### src/pio_pkg.sv
package pio_pkg;

   // Port widths
   localparam int P1_W = 8;
   localparam int P2_W = 3;
   localparam int P4_W = 8;
   localparam int P5_W = 3;
   localparam int PIN_W = P1_W + P2_W + P4_W + P5_W;

   // Register offsets on the byte address port
   localparam logic [7:0] P1_LATCH_OFS  = 8'h01;
   localparam logic [7:0] P2_LATCH_OFS  = 8'h02;
   localparam logic [7:0] P4_LATCH_OFS  = 8'h04;
   localparam logic [7:0] P5_LATCH_OFS  = 8'h05;
   localparam logic [7:0] P1_DRIVE_OFS  = 8'h0b;
   localparam logic [7:0] P4_DIR_OFS    = 8'h0c;
   localparam logic [7:0] P5_DIR_OFS    = 8'h0d;
   localparam logic [7:0] P1_SAMPLE_OFS = 8'h15;
   localparam logic [7:0] P2_SAMPLE_OFS = 8'h16;
   localparam logic [7:0] P4_GATE_OFS   = 8'h28;
   localparam logic [7:0] TSS_OFS       = 8'h29;

   // Field positions in the timer/serial pin select register
   localparam int TSS_INV_BIT   = 0;
   localparam int TSS_ROUTE_BIT = 5;
   localparam int TSS_CHIP_BIT  = 7;

   // Values after reset
   localparam logic [7:0] P1_LATCH_RST = 8'hff;
   localparam logic [7:0] P1_DRIVE_RST = 8'h00;
   localparam logic [2:0] P2_LATCH_RST = 3'h7;
   localparam logic [7:0] P4_LATCH_RST = 8'h00;
   localparam logic [7:0] P4_DIR_RST   = 8'h00;
   localparam logic [7:0] P4_GATE_RST  = 8'hff;
   localparam logic [2:0] P5_LATCH_RST = 3'h0;
   localparam logic [2:0] P5_DIR_RST   = 3'h0;
   localparam logic       TSS_BIT_RST  = 1'b0;

endpackage

### src/pio_pad.sv
`timescale 1ns/1ns
// Pin driver decode: low is always driven when enabled, high only in push-pull
module pio_pad #(
   parameter int W = 8
) (
   input  wire logic [W-1:0] val,      // Level to present
   input  wire logic [W-1:0] en,       // Pin acts as output
   input  wire logic [W-1:0] push,     // 1 push-pull, 0 sink open-drain
   output logic      [W-1:0] pin_out,  // Pin output level
   output logic      [W-1:0] pin_oe    // Pin output enable, high drives
);
   genvar i;
   generate
      for (i = 0; i < W; i++) begin : g_bit
         // Drive low for a zero, drive high only with push-pull
         assign pin_out[i] = val[i];
         assign pin_oe[i]  = en[i] & (push[i] | ~val[i]);
      end
   endgenerate
endmodule // pio_pad

### src/pio_ports.sv
//  Overview of operation
// - Reset: port1 latch ones, drive select zeros
// - Port1: zero drives low, one per select
// - Port1 latch reads latch; sample reads pins
// - Invert bit flips timer3 input; resets zero
// - Pins sampled in the read cycle; code reads synced pins, two clocks old
// - Pins change in the cycle after the write strobe
// - Port2 three bits, latch ones, high bits zero
// - P20 released during stop mode
// - P20 falling edge raises interrupt event
// - Port4 direction one output, zero input
// - Reset: port4 direction zero, gate ones, latch zero
// - Port4 gate zero open-drain, one push-pull
// - Gate zero reads zero, blocks input gate
// - Input-mode bits read back pin levels
// - Port5 three bits, direction and latch zero
`timescale 1ns/1ns
module pio_ports (
   input  wire logic                          mclk,          // System clock, 100 MHz
   input  wire logic                          rst,           // Async reset, active high
   input  wire logic [7:0]                    reg_addr,      // Register address
   input  wire logic [7:0]                    reg_wdata,     // Write data
   input  wire logic                          reg_wr,        // Write strobe
   input  wire logic                          reg_rd,        // Read strobe
   output logic      [7:0]                    reg_rdata,     // Read data, cycle after strobe
   input  wire logic                          stop_mode,     // Device in stop mode
   input  wire logic [pio_pkg::P1_W-1:0]      p1_alt_out,    // Port1 function outputs
   input  wire logic                          sio_data_out,  // Clocked serial data out
   input  wire logic                          bus_clk_out,   // Two-wire bus clock out
   input  wire logic [pio_pkg::P1_W-1:0]      p1_pin_in,     // Port1 pin levels
   output logic      [pio_pkg::P1_W-1:0]      p1_pin_out,    // Port1 pin drive level
   output logic      [pio_pkg::P1_W-1:0]      p1_pin_oe,     // Port1 pin drive enable
   input  wire logic [pio_pkg::P2_W-1:0]      p2_pin_in,     // Port2 pin levels
   output logic      [pio_pkg::P2_W-1:0]      p2_pin_out,    // Port2 pin drive level
   output logic      [pio_pkg::P2_W-1:0]      p2_pin_oe,     // Port2 pin drive enable
   input  wire logic [pio_pkg::P4_W-1:0]      p4_pin_in,     // Port4 pin levels
   output logic      [pio_pkg::P4_W-1:0]      p4_pin_out,    // Port4 pin drive level
   output logic      [pio_pkg::P4_W-1:0]      p4_pin_oe,     // Port4 pin drive enable
   output logic      [pio_pkg::P4_W-1:0]      p4_input_gate, // Port4 digital input gate on
   input  wire logic [pio_pkg::P5_W-1:0]      p5_pin_in,     // Port5 pin levels
   output logic      [pio_pkg::P5_W-1:0]      p5_pin_out,    // Port5 pin drive level
   output logic      [pio_pkg::P5_W-1:0]      p5_pin_oe,     // Port5 pin drive enable
   output logic      [pio_pkg::P1_W-1:0]      p1_func_in,    // Synced port1 for functions
   output logic      [pio_pkg::P5_W-1:0]      p5_func_in,    // Synced port5 for functions
   output logic                               timer3_input,  // Timer3 external input
   output logic                               serial_pin_route,     // P15 route select
   output logic                               chip_enable_function, // Chip enable on
   output logic                               chip_select_n, // Serial chip select, low on
   output logic                               p20_fall_event // P20 falling edge pulse
);
   import pio_pkg::*;

   // Read-back of a directional port: output bits show latch, input bits show pins
   function automatic logic [7:0] rd_port(input logic [7:0] dir,
                                          input logic [7:0] latch,
                                          input logic [7:0] pin);
      rd_port = (dir & latch) | (~dir & pin);
   endfunction

   // Control registers
   logic [P1_W-1:0] p1_latch_reg;
   logic [P1_W-1:0] p1_latch_next;
   logic [P1_W-1:0] p1_drive_reg;
   logic [P1_W-1:0] p1_drive_next;
   logic [P2_W-1:0] p2_latch_reg;
   logic [P2_W-1:0] p2_latch_next;
   logic [P4_W-1:0] p4_latch_reg;
   logic [P4_W-1:0] p4_latch_next;
   logic [P4_W-1:0] p4_dir_reg;
   logic [P4_W-1:0] p4_dir_next;
   logic [P4_W-1:0] p4_gate_reg;
   logic [P4_W-1:0] p4_gate_next;
   logic [P5_W-1:0] p5_latch_reg;
   logic [P5_W-1:0] p5_latch_next;
   logic [P5_W-1:0] p5_dir_reg;
   logic [P5_W-1:0] p5_dir_next;
   logic            tss_inv_reg;
   logic            tss_inv_next;
   logic            tss_route_reg;
   logic            tss_route_next;
   logic            tss_chip_reg;
   logic            tss_chip_next;

   // Read path and function outputs
   logic [7:0]      rdata_reg;
   logic [7:0]      rdata_next;
   logic            p20_prev_reg;
   logic            p20_prev_next;
   logic            p20_fall_reg;
   logic            p20_fall_next;
   logic            timer3_reg;
   logic            timer3_next;
   logic            chip_sel_reg;
   logic            chip_sel_next;

   // Synchronised pins
   logic [PIN_W-1:0] pin_raw;
   logic [PIN_W-1:0] pin_sync;
   logic [P1_W-1:0]  p1_sync;
   logic [P2_W-1:0]  p2_sync;
   logic [P4_W-1:0]  p4_sync;
   logic [P5_W-1:0]  p5_sync;

   // Pad control
   logic [P1_W-1:0]  p1_func;
   logic [P1_W-1:0]  p1_val;
   logic [P2_W-1:0]  p2_en;

   // All pins pass two flops before any read or function logic
   assign pin_raw = {p5_pin_in, p4_pin_in, p2_pin_in, p1_pin_in};

   pio_sync #(.W(PIN_W)) u_sync (
      .mclk (mclk),
      .rst  (rst),
      .d    (pin_raw),
      .q    (pin_sync)
   );

   assign p1_sync = pin_sync[P1_W-1:0];
   assign p2_sync = pin_sync[P1_W+P2_W-1:P1_W];
   assign p4_sync = pin_sync[P1_W+P2_W+P4_W-1:P1_W+P2_W];
   assign p5_sync = pin_sync[PIN_W-1:P1_W+P2_W+P4_W];

   // Register writes on the clock from the write strobe
   always_comb begin
      p1_latch_next  = p1_latch_reg;
      p1_drive_next  = p1_drive_reg;
      p2_latch_next  = p2_latch_reg;
      p4_latch_next  = p4_latch_reg;
      p4_dir_next    = p4_dir_reg;
      p4_gate_next   = p4_gate_reg;
      p5_latch_next  = p5_latch_reg;
      p5_dir_next    = p5_dir_reg;
      tss_inv_next   = tss_inv_reg;
      tss_route_next = tss_route_reg;
      tss_chip_next  = tss_chip_reg;
      if (reg_wr) begin
         case (reg_addr)
            P1_LATCH_OFS: p1_latch_next = reg_wdata;
            P1_DRIVE_OFS: p1_drive_next = reg_wdata;
            P2_LATCH_OFS: p2_latch_next = reg_wdata[P2_W-1:0];
            P4_LATCH_OFS: p4_latch_next = reg_wdata;
            P4_DIR_OFS:   p4_dir_next   = reg_wdata;
            P4_GATE_OFS:  p4_gate_next  = reg_wdata;
            P5_LATCH_OFS: p5_latch_next = reg_wdata[P5_W-1:0];
            P5_DIR_OFS:   p5_dir_next   = reg_wdata[P5_W-1:0];
            TSS_OFS: begin
               tss_inv_next   = reg_wdata[TSS_INV_BIT];
               tss_route_next = reg_wdata[TSS_ROUTE_BIT];
               tss_chip_next  = reg_wdata[TSS_CHIP_BIT];
            end
            default: ;
         endcase
      end
   end

   always_ff @(posedge mclk or posedge rst) begin
      if (rst) begin
         p1_latch_reg  <= P1_LATCH_RST;
         p1_drive_reg  <= P1_DRIVE_RST;
         p2_latch_reg  <= P2_LATCH_RST;
         p4_latch_reg  <= P4_LATCH_RST;
         p4_dir_reg    <= P4_DIR_RST;
         p4_gate_reg   <= P4_GATE_RST;
         p5_latch_reg  <= P5_LATCH_RST;
         p5_dir_reg    <= P5_DIR_RST;
         tss_inv_reg   <= TSS_BIT_RST;
         tss_route_reg <= TSS_BIT_RST;
         tss_chip_reg  <= TSS_BIT_RST;
      end else begin
         p1_latch_reg  <= p1_latch_next;
         p1_drive_reg  <= p1_drive_next;
         p2_latch_reg  <= p2_latch_next;
         p4_latch_reg  <= p4_latch_next;
         p4_dir_reg    <= p4_dir_next;
         p4_gate_reg   <= p4_gate_next;
         p5_latch_reg  <= p5_latch_next;
         p5_dir_reg    <= p5_dir_next;
         tss_inv_reg   <= tss_inv_next;
         tss_route_reg <= tss_route_next;
         tss_chip_reg  <= tss_chip_next;
      end
   end

   // Read mux: synchronised pins, two clocks old, are sampled in the strobe cycle, data stands one cycle only
   always_comb begin
      rdata_next = 8'h00;
      if (reg_rd) begin
         case (reg_addr)
            P1_LATCH_OFS:  rdata_next = p1_latch_reg;
            P1_DRIVE_OFS:  rdata_next = p1_drive_reg;
            P1_SAMPLE_OFS: rdata_next = p1_sync;
            P2_LATCH_OFS:  rdata_next = {5'h00, p2_latch_reg};
            P2_SAMPLE_OFS: rdata_next = {5'h00, p2_sync};
            P4_LATCH_OFS:  rdata_next = rd_port(p4_dir_reg, p4_latch_reg,
                                                p4_sync & p4_gate_reg);
            P4_DIR_OFS:    rdata_next = p4_dir_reg;
            P4_GATE_OFS:   rdata_next = p4_gate_reg;
            P5_LATCH_OFS:  rdata_next = rd_port({5'h00, p5_dir_reg},
                                                {5'h00, p5_latch_reg},
                                                {5'h00, p5_sync});
            P5_DIR_OFS:    rdata_next = {5'h00, p5_dir_reg};
            TSS_OFS:       rdata_next = {tss_chip_reg, 1'b0, tss_route_reg,
                                         4'h0, tss_inv_reg};
            default:       rdata_next = 8'h00;
         endcase
      end
   end

   // Function inputs derived from synchronised pins
   always_comb begin
      timer3_next   = p1_sync[0] ^ tss_inv_reg;
      chip_sel_next = tss_chip_reg ? p1_sync[P1_W-1] : 1'b1;
      p20_prev_next = p2_sync[0];
      p20_fall_next = p20_prev_reg & ~p2_sync[0];
   end

   always_ff @(posedge mclk or posedge rst) begin
      if (rst) begin
         rdata_reg    <= 8'h00;
         timer3_reg   <= 1'b0;
         chip_sel_reg <= 1'b1;
         p20_prev_reg <= 1'b0;
         p20_fall_reg <= 1'b0;
      end else begin
         rdata_reg    <= rdata_next;
         timer3_reg   <= timer3_next;
         chip_sel_reg <= chip_sel_next;
         p20_prev_reg <= p20_prev_next;
         p20_fall_reg <= p20_fall_next;
      end
   end

   // P15 carries serial data or the bus clock; functions pass only with latch high
   always_comb begin
      p1_func                = p1_alt_out;
      p1_func[TSS_ROUTE_BIT] = tss_route_reg ? bus_clk_out : sio_data_out;
      p1_val                 = p1_latch_reg & p1_func;
   end

   // Port1: low always driven, high only with drive select set
   pio_pad #(.W(P1_W)) u_pad_p1 (
      .val     (p1_val),
      .en      ({P1_W{1'b1}}),
      .push    (p1_drive_reg),
      .pin_out (p1_pin_out),
      .pin_oe  (p1_pin_oe)
   );

   // Port2 is sink-only; P20 is released in stop mode
   assign p2_en = {{(P2_W-1){1'b1}}, ~stop_mode};

   pio_pad #(.W(P2_W)) u_pad_p2 (
      .val     (p2_latch_reg),
      .en      (p2_en),
      .push    ({P2_W{1'b0}}),
      .pin_out (p2_pin_out),
      .pin_oe  (p2_pin_oe)
   );

   // Port4: direction picks output, gate/drive picks push-pull or open-drain
   pio_pad #(.W(P4_W)) u_pad_p4 (
      .val     (p4_latch_reg),
      .en      (p4_dir_reg),
      .push    (p4_gate_reg),
      .pin_out (p4_pin_out),
      .pin_oe  (p4_pin_oe)
   );

   // Digital input gate closed while gate/drive holds zero
   assign p4_input_gate = p4_gate_reg;

   // Port5: push-pull per direction bit
   pio_pad #(.W(P5_W)) u_pad_p5 (
      .val     (p5_latch_reg),
      .en      (p5_dir_reg),
      .push    ({P5_W{1'b1}}),
      .pin_out (p5_pin_out),
      .pin_oe  (p5_pin_oe)
   );

   // Outputs
   assign reg_rdata            = rdata_reg;
   assign p1_func_in           = p1_sync;
   assign p5_func_in           = p5_sync;
   assign timer3_input         = timer3_reg;
   assign serial_pin_route     = tss_route_reg;
   assign chip_enable_function = tss_chip_reg;
   assign chip_select_n        = chip_sel_reg;
   assign p20_fall_event       = p20_fall_reg;

endmodule // pio_ports

### src/pio_sync.sv
`timescale 1ns/1ns
// Two-stage synchroniser for asynchronous pin levels
module pio_sync #(
   parameter int W = 8
) (
   input  wire logic         mclk,  // System clock
   input  wire logic         rst,   // Asynchronous reset, active high
   input  wire logic [W-1:0] d,     // Raw pin levels
   output logic      [W-1:0] q      // Synchronised levels
);
   logic [W-1:0] meta_reg;
   logic [W-1:0] meta_next;
   logic [W-1:0] q_next;

   // Shift pins through two stages; only the second stage is read
   always_comb begin
      meta_next = d;
      q_next    = meta_reg;
   end

   always_ff @(posedge mclk or posedge rst) begin
      if (rst) begin
         meta_reg <= '0;
         q        <= '0;
      end else begin
         meta_reg <= meta_next;
         q        <= q_next;
      end
   end
endmodule // pio_sync
### config.mk
export PLATFORM = sky130hd
export DESIGN_NAME = pio_ports
export DESIGN_NICKNAME = d
export VERILOG_FILES = /design/src/pio_pkg.sv /design/src/pio_pad.sv /design/src/pio_ports.sv /design/src/pio_sync.sv
export SDC_FILE = /design/constraint.sdc
export NUM_CORES = 1
export LEC_CHECK = 0
export CAP_MARGIN = 0
export CORE_AREA = 2 2 102 104
export CTS_CLUSTER_SIZE = 25
export DETAILED_ROUTE_END_ITERATION = 10
export DIE_AREA = 0 0 104 106
export DONT_BUFFER_PORTS = 1
export GPL_ROUTABILITY_DRIVEN = 0
export GPL_TIMING_DRIVEN = 0
export PLACE_DENSITY_LB_ADDON = 0.25
export SYNTH_ARGS = -nofsm -noshare
export SYNTH_HDL_FRONTEND = slang
export SYNTH_SLANG_ARGS = --single-unit
export TNS_END_PERCENT = 50
### constraint.sdc
create_clock -name mclk -period 5 [get_ports mclk]
set_input_delay 0.5 -clock mclk [delete_from_list [all_inputs] [get_ports mclk]]
set_output_delay 0.5 -clock mclk [all_outputs]
set_load 0.02 [all_outputs]
After elaboration in Yosys (flattened, before gate mapping):

Index checks and enable logic that the tools add are counted.

* bits in registers: 108
* input bits: 53
* output and inout bits: 76
* logic and storage cells: 100

* equal/unequal tests: 11
* mux-type cells: 4
* bitwise operators: 58
* reduce and logical (&&, ||, !) cells: 9

Operator list (number)
* $pmux 8 s11: 1
* $and 8x8->8: 4
* $eq 8x4->1 const B: 3
* $not 1->1: 21
* $reduce_and 2->1: 9
* $eq 8x3->1 const B: 2
* $eq 8x5->1 const B: 2
* $eq 8x6->1 const B: 2
* $or 1x1->1: 16
* $and 1x1->1: 10
* $and 8x3->8: 1
* $eq 8x1->1 const B: 1
* $eq 8x2->1 const B: 1
* $mux 8: 1
* $not 3->8: 1
* $not 8->8: 1
* $or 3x8->8: 1
* $or 8x8->8: 1
* $and 3x3->3: 1
* $mux 1: 2
* $xor 1x1->1: 1

Longest topological paths before layout:

* depth after elaboration: 5
* mapped depth: 7
* gate-level depth less buffers: 4

Hierarchy:

A second synthesis with hierarchy kept.

* cell total of the unflattened synthesis: 386
* area, all modules: 4725.8 µm²

Modules (own cells, without submodules)
* pio_ports: instances 1, cells each 275, area an instance 3208.1 µm², sequential area each 1626.6 µm²
* pio_sync: instances 1, cells each 45, area an instance 1104.8 µm², sequential area each 1101.1 µm²
* pio_pad (u_pad_p1 ...): instances 2, cells each 24, area an instance 150.1 µm², sequential area each 0.0 µm²
* pio_pad (u_pad_p2 ...): instances 2, cells each 9, area an instance 56.3 µm², sequential area each 0.0 µm²

Least setup slack after synthesis:

Ideal clock, no wire load.

* kind: input to register
* from: in reg_addr[5]
* to: reg p4_dir_reg[0]
* library setup time: 0.125 ns
* arrival: 1.947 ns
* data required time: 4.875 ns
* slack: 2.929 ns
* stages on the path: 4
* path buffers: 1
* cells stage by stage: or4_1 -> buf_2 -> nor4_4 -> mux2_2

* cells in the longest elaborated chain, start to end: 2

RTL lines
* start: declaration: line pio_ports.sv:21 `input wire logic [7:0] reg_addr,`
* $eq 8x4->1: line pio_ports.sv:138 `case (reg_addr)`
* $reduce_and 2->1 (no line)
* end signal: assignment: line pio_ports.sv:175 `p4_dir_reg <= p4_dir_next;`
* end: declaration: line pio_ports.sv:69 `logic [P4_W-1:0] p4_dir_reg;`

No other way between the ends.
A chain may end at the register's enable or synchronous reset.

Final worst setup path:

* from: in reg_addr[0]
* to: reg rdata_reg[7], in the netlist reg_rdata[7]

* cells in the longest elaborated chain, start to end: 3
* elaborated cells between the ends (all ways): 13
* classes of those cells: 11 x eq/ne; 2 x mux

RTL lines
* $eq 8x6->1, or another cell as far along: line pio_ports.sv:189 `case (reg_addr)`
* $pmux 8 s11 *: line pio_ports.sv:189
* $mux 8 *: line pio_ports.sv:188 `if (reg_rd) begin`
* net rdata_next[7]: line pio_ports.sv:86 `logic [7:0] rdata_next;`
* end signal: assignment: line pio_ports.sv:226 `rdata_reg <= rdata_next;`
* end: declaration: line pio_ports.sv:85 `logic [7:0] rdata_reg;`

Mark *: on every way through the listed nets, which the timed path passes. The rest lies on a longest branch.

==> results.py <==
metrics = {
    "final_layout": {
        "syn_to_final_growth_pct": 9.86,
        "finalNonFillerCells": 498,
        "drive_above_1_share_pct": 34.5,
        "final_util_pct": 49.4,
        "layout.nets": 410,
        "n_antenna_cell": 0,
    },
    "worst_setup_path": {
        "crit_family": "compound AO/OA/AOI/OAI gates",
        "crit_type": "in2reg",
        "slowest_delay_ps": 1160,
        "endpoint_kind": "flip-flop",
        "arrival_ps": 2680,
        "cp_data_required_time_ps": 5180,
        "critical_path_buf_inv_count": 2,
        "crit_path_start_kind": "primary input",
        "crit_slowest_cell": "o41ai_2",
        "critPathMaxFanout": 10,
        "cp_common_cell": "clkbuf_1",
        "path_cells": "nor2b_1, clkbuf_1, and4_1, clkbuf_1, o41ai_2, a41oi_1",
    },
    "timing": {
        "setup_viol": 0,
        "finalWorstSetupSlack_ps": 2500,
        "worst_clock_skew_ps": 13.2,
        "rsz0062_at_grt": "no",
        "finalHoldWorstSlack_ps": 24.9,
        "fin_crit_ps": 2500,
        "max_freq_mhz": 400,
        "fin_tns_setup_ps": 0,
        "finalHoldViolations": 0,
        "worst_slew_pin_slew_ps": 1240,
        "min_period_over_period_pct": 50.0,
        "drv_slew": 0,
        "slew_headroom_pct": 16.2,
    },
    "die": {
        "initial_utilization_pct": 44.9,
        "ioPinCount": 129,
        "row_count": 37,
        "die_w_um": 104,
        "core_sq_um": 10000,
        "die-area_sq_um": 11000,
        "die_h_um": 106,
    },
    "power_and_ir_drop": {
        "p_switching_w": 0.000414,
        "p_int_w": 0.00126,
        "p_per_area_nw_per_um2": 340,
        "p_leak_nw": 2.09,
        "clock_power_share_pct": 36.4,
        "pwr-share-comb_pct": 6.2,
        "seq_power_share_pct": 57.4,
        "netSwitchingFraction_pct": 24.7,
        "vdd_ir_drop_max_mv": 0.210,
    },
    "clock_network": {
        "clockBufferDepth": 2,
        "clock_latency_ps": 370,
        "hold_buffers": 0,
        "cts_setup_buffers": 0,
        "clk_pin_slew_ps": 110,
        "cts_tree": "built",
        "ctsResizeCount": 0,
        "cts.sinks": 108,
        "cts_max_level": 3,
        "root_buffer": "clkbuf_8",
        "cts_buffers": 9,
    },
    "outcome": {
        "status": "finished clean",
    },
    "synth": {
        "synth-edff-count": 0,
        "yosys_warnings": 0,
        "synth.top_cell.area_share_pct": 49.0,
        "yosys-top-cells-area": "dfrtp_1 49%, mux2_2 13%, dfstp_2 12%, buf_4 1.8%, nand2b_1 1.4%",
        "synthFlopType": "dfrtp_1",
        "synth_common_cells": "88 x dfrtp_1, 53 x mux2_2, 20 x dfstp_2",
        "synthesis.nets": 398,
        "synth.ff_latch_count": 108,
        "synth.most_common_cell": "dfrtp_1",
        "avgSynthCellArea_sq_um": 13.0,
        "synth.distinct_cells": 48,
        "async_flop_share_pct": 100,
        "synth_cells": 345,
        "synth_top_area_cell": "dfrtp_1",
        "seq_area_frac_synth_pct": 60.7,
        "synthesis.area_sq_um": 4490,
    },
    "routing": {
        "vias": 2802,
        "detail-route-antenna-nets": 0,
        "wl_um": 10400,
        "wl_per_cell_um": 20.9,
        "first_pass_iters": 4,
        "drc": 0,
        "drtIter0Drc": 125,
        "vias_per_cell": 5.63,
    },
    "global_route": {
        "grt_pass1_vias": 2809,
        "grt_util_all_layers_pct": 19.4,
        "antenna_found_initial": 0,
        "overflow": 0,
        "grt_pass1_wl_um": 16200,
        "grt_max_degree": 72,
    },
    "placed_design": {
        "pre_cts_slack_ps": 2170,
        "dp_hpwl_um": 7340,
        "dp_cells": 482,
        "io_buffers": 0,
    },
    "hold_path": {
        "min_path_type": "in2async",
    },
    "job": {
        "maxCapViolCount": 0,
    },
}
area by class of cell:
class | count | area, sq um
buffer | 24 | 143
clock buffer | 10 | 138
clock inverter | 6 | 105
fill | 924 | 5060
inverter | 16 | 62.6
multi-input combinational | 197 | 1560
sequential | 108 | 2730
tap | 136 | 170
timing repair buffer | 1 | 27.5
power by group through the flow:
stage                     Sequential [W]  Clock [W]  Combinational [W]
after CTS                       0.000965   0.000630           0.000105
after global routing            0.000970   0.000671           0.000114
after global placement          0.000979          0           0.000101
final                           0.000964   0.000612           0.000103
after detailed placement        0.000981          0           0.000105
after floorplan                 0.000969          0          0.0000863
metal layers:
metal | vias to the layer above | wire length [um] | track usage [%]
li1 | 1250 | - | -
met1 | 1443 | 4600 | 26.2
met2 | 99 | 5010 | 30.3
met3 | 10 | 689 | 6.56
met4 | 0 | 120 | 5.31
met5 | - | 0 | 0
path summary, 6_finish.rpt:
| check | end | startpoint | slack, ps | cells after the start |
|---|---|---|---|---|
| setup / recovery | reg_rdata[7] | reg_addr[0] | 2500 | 6 |
| hold / removal | u_sync.meta_reg[11] | rst | 20 | 1 |
| setup reg to reg | reg_rdata[1] | p5_dir_reg[1] | 3330 | 4 |
| hold reg to reg | u_sync.q[19] | u_sync.meta_reg[19] | 340 | 0 |
| max in group asynchronous | p4_input_gate[6] | rst | 4240 | 2 |
| min in group mclk | u_sync.meta_reg[18] | p4_pin_in[7] | 150 | 0 |
layout by cell type, fill, tap and decap left out, types with 9 or more instances in the layout:
cell and count:
dfstp_2 20, inv_1 15, mux2_2 53, clkbuf_8 10, nand2_1 12, buf_2 9, buf_4 11, nand2b_1 10
dfrtp_1 88
per-stage QoR:
step | area (sq um) | total power (W)
detailed placement | 4690 | 0.00109
global route | 4940 | 0.00175
global placement | 4660 | 0.00108
floorplan | 4490 | 0.00106
finish | 4940 | 0.00168
CTS | 4940 | 0.00170
kinds of logic (layout without fill, tap and decap cells):
| kind of cell | count (synthesis) | in the layout | synth area share (%) |
|---|---|---|---|
| xor+xnor | 1 | 1 | 0.195 |
| buf+inv | 40 | 57 | 4.51 |
| simple gates | 84 | 84 | 11.6 |
| compound gates | 58 | 58 | 9.52 |
| flops | 108 | 108 | 60.7 |
| mux | 54 | 54 | 13.5 |
No activity file was read; power rests on OpenSTA's default activity.
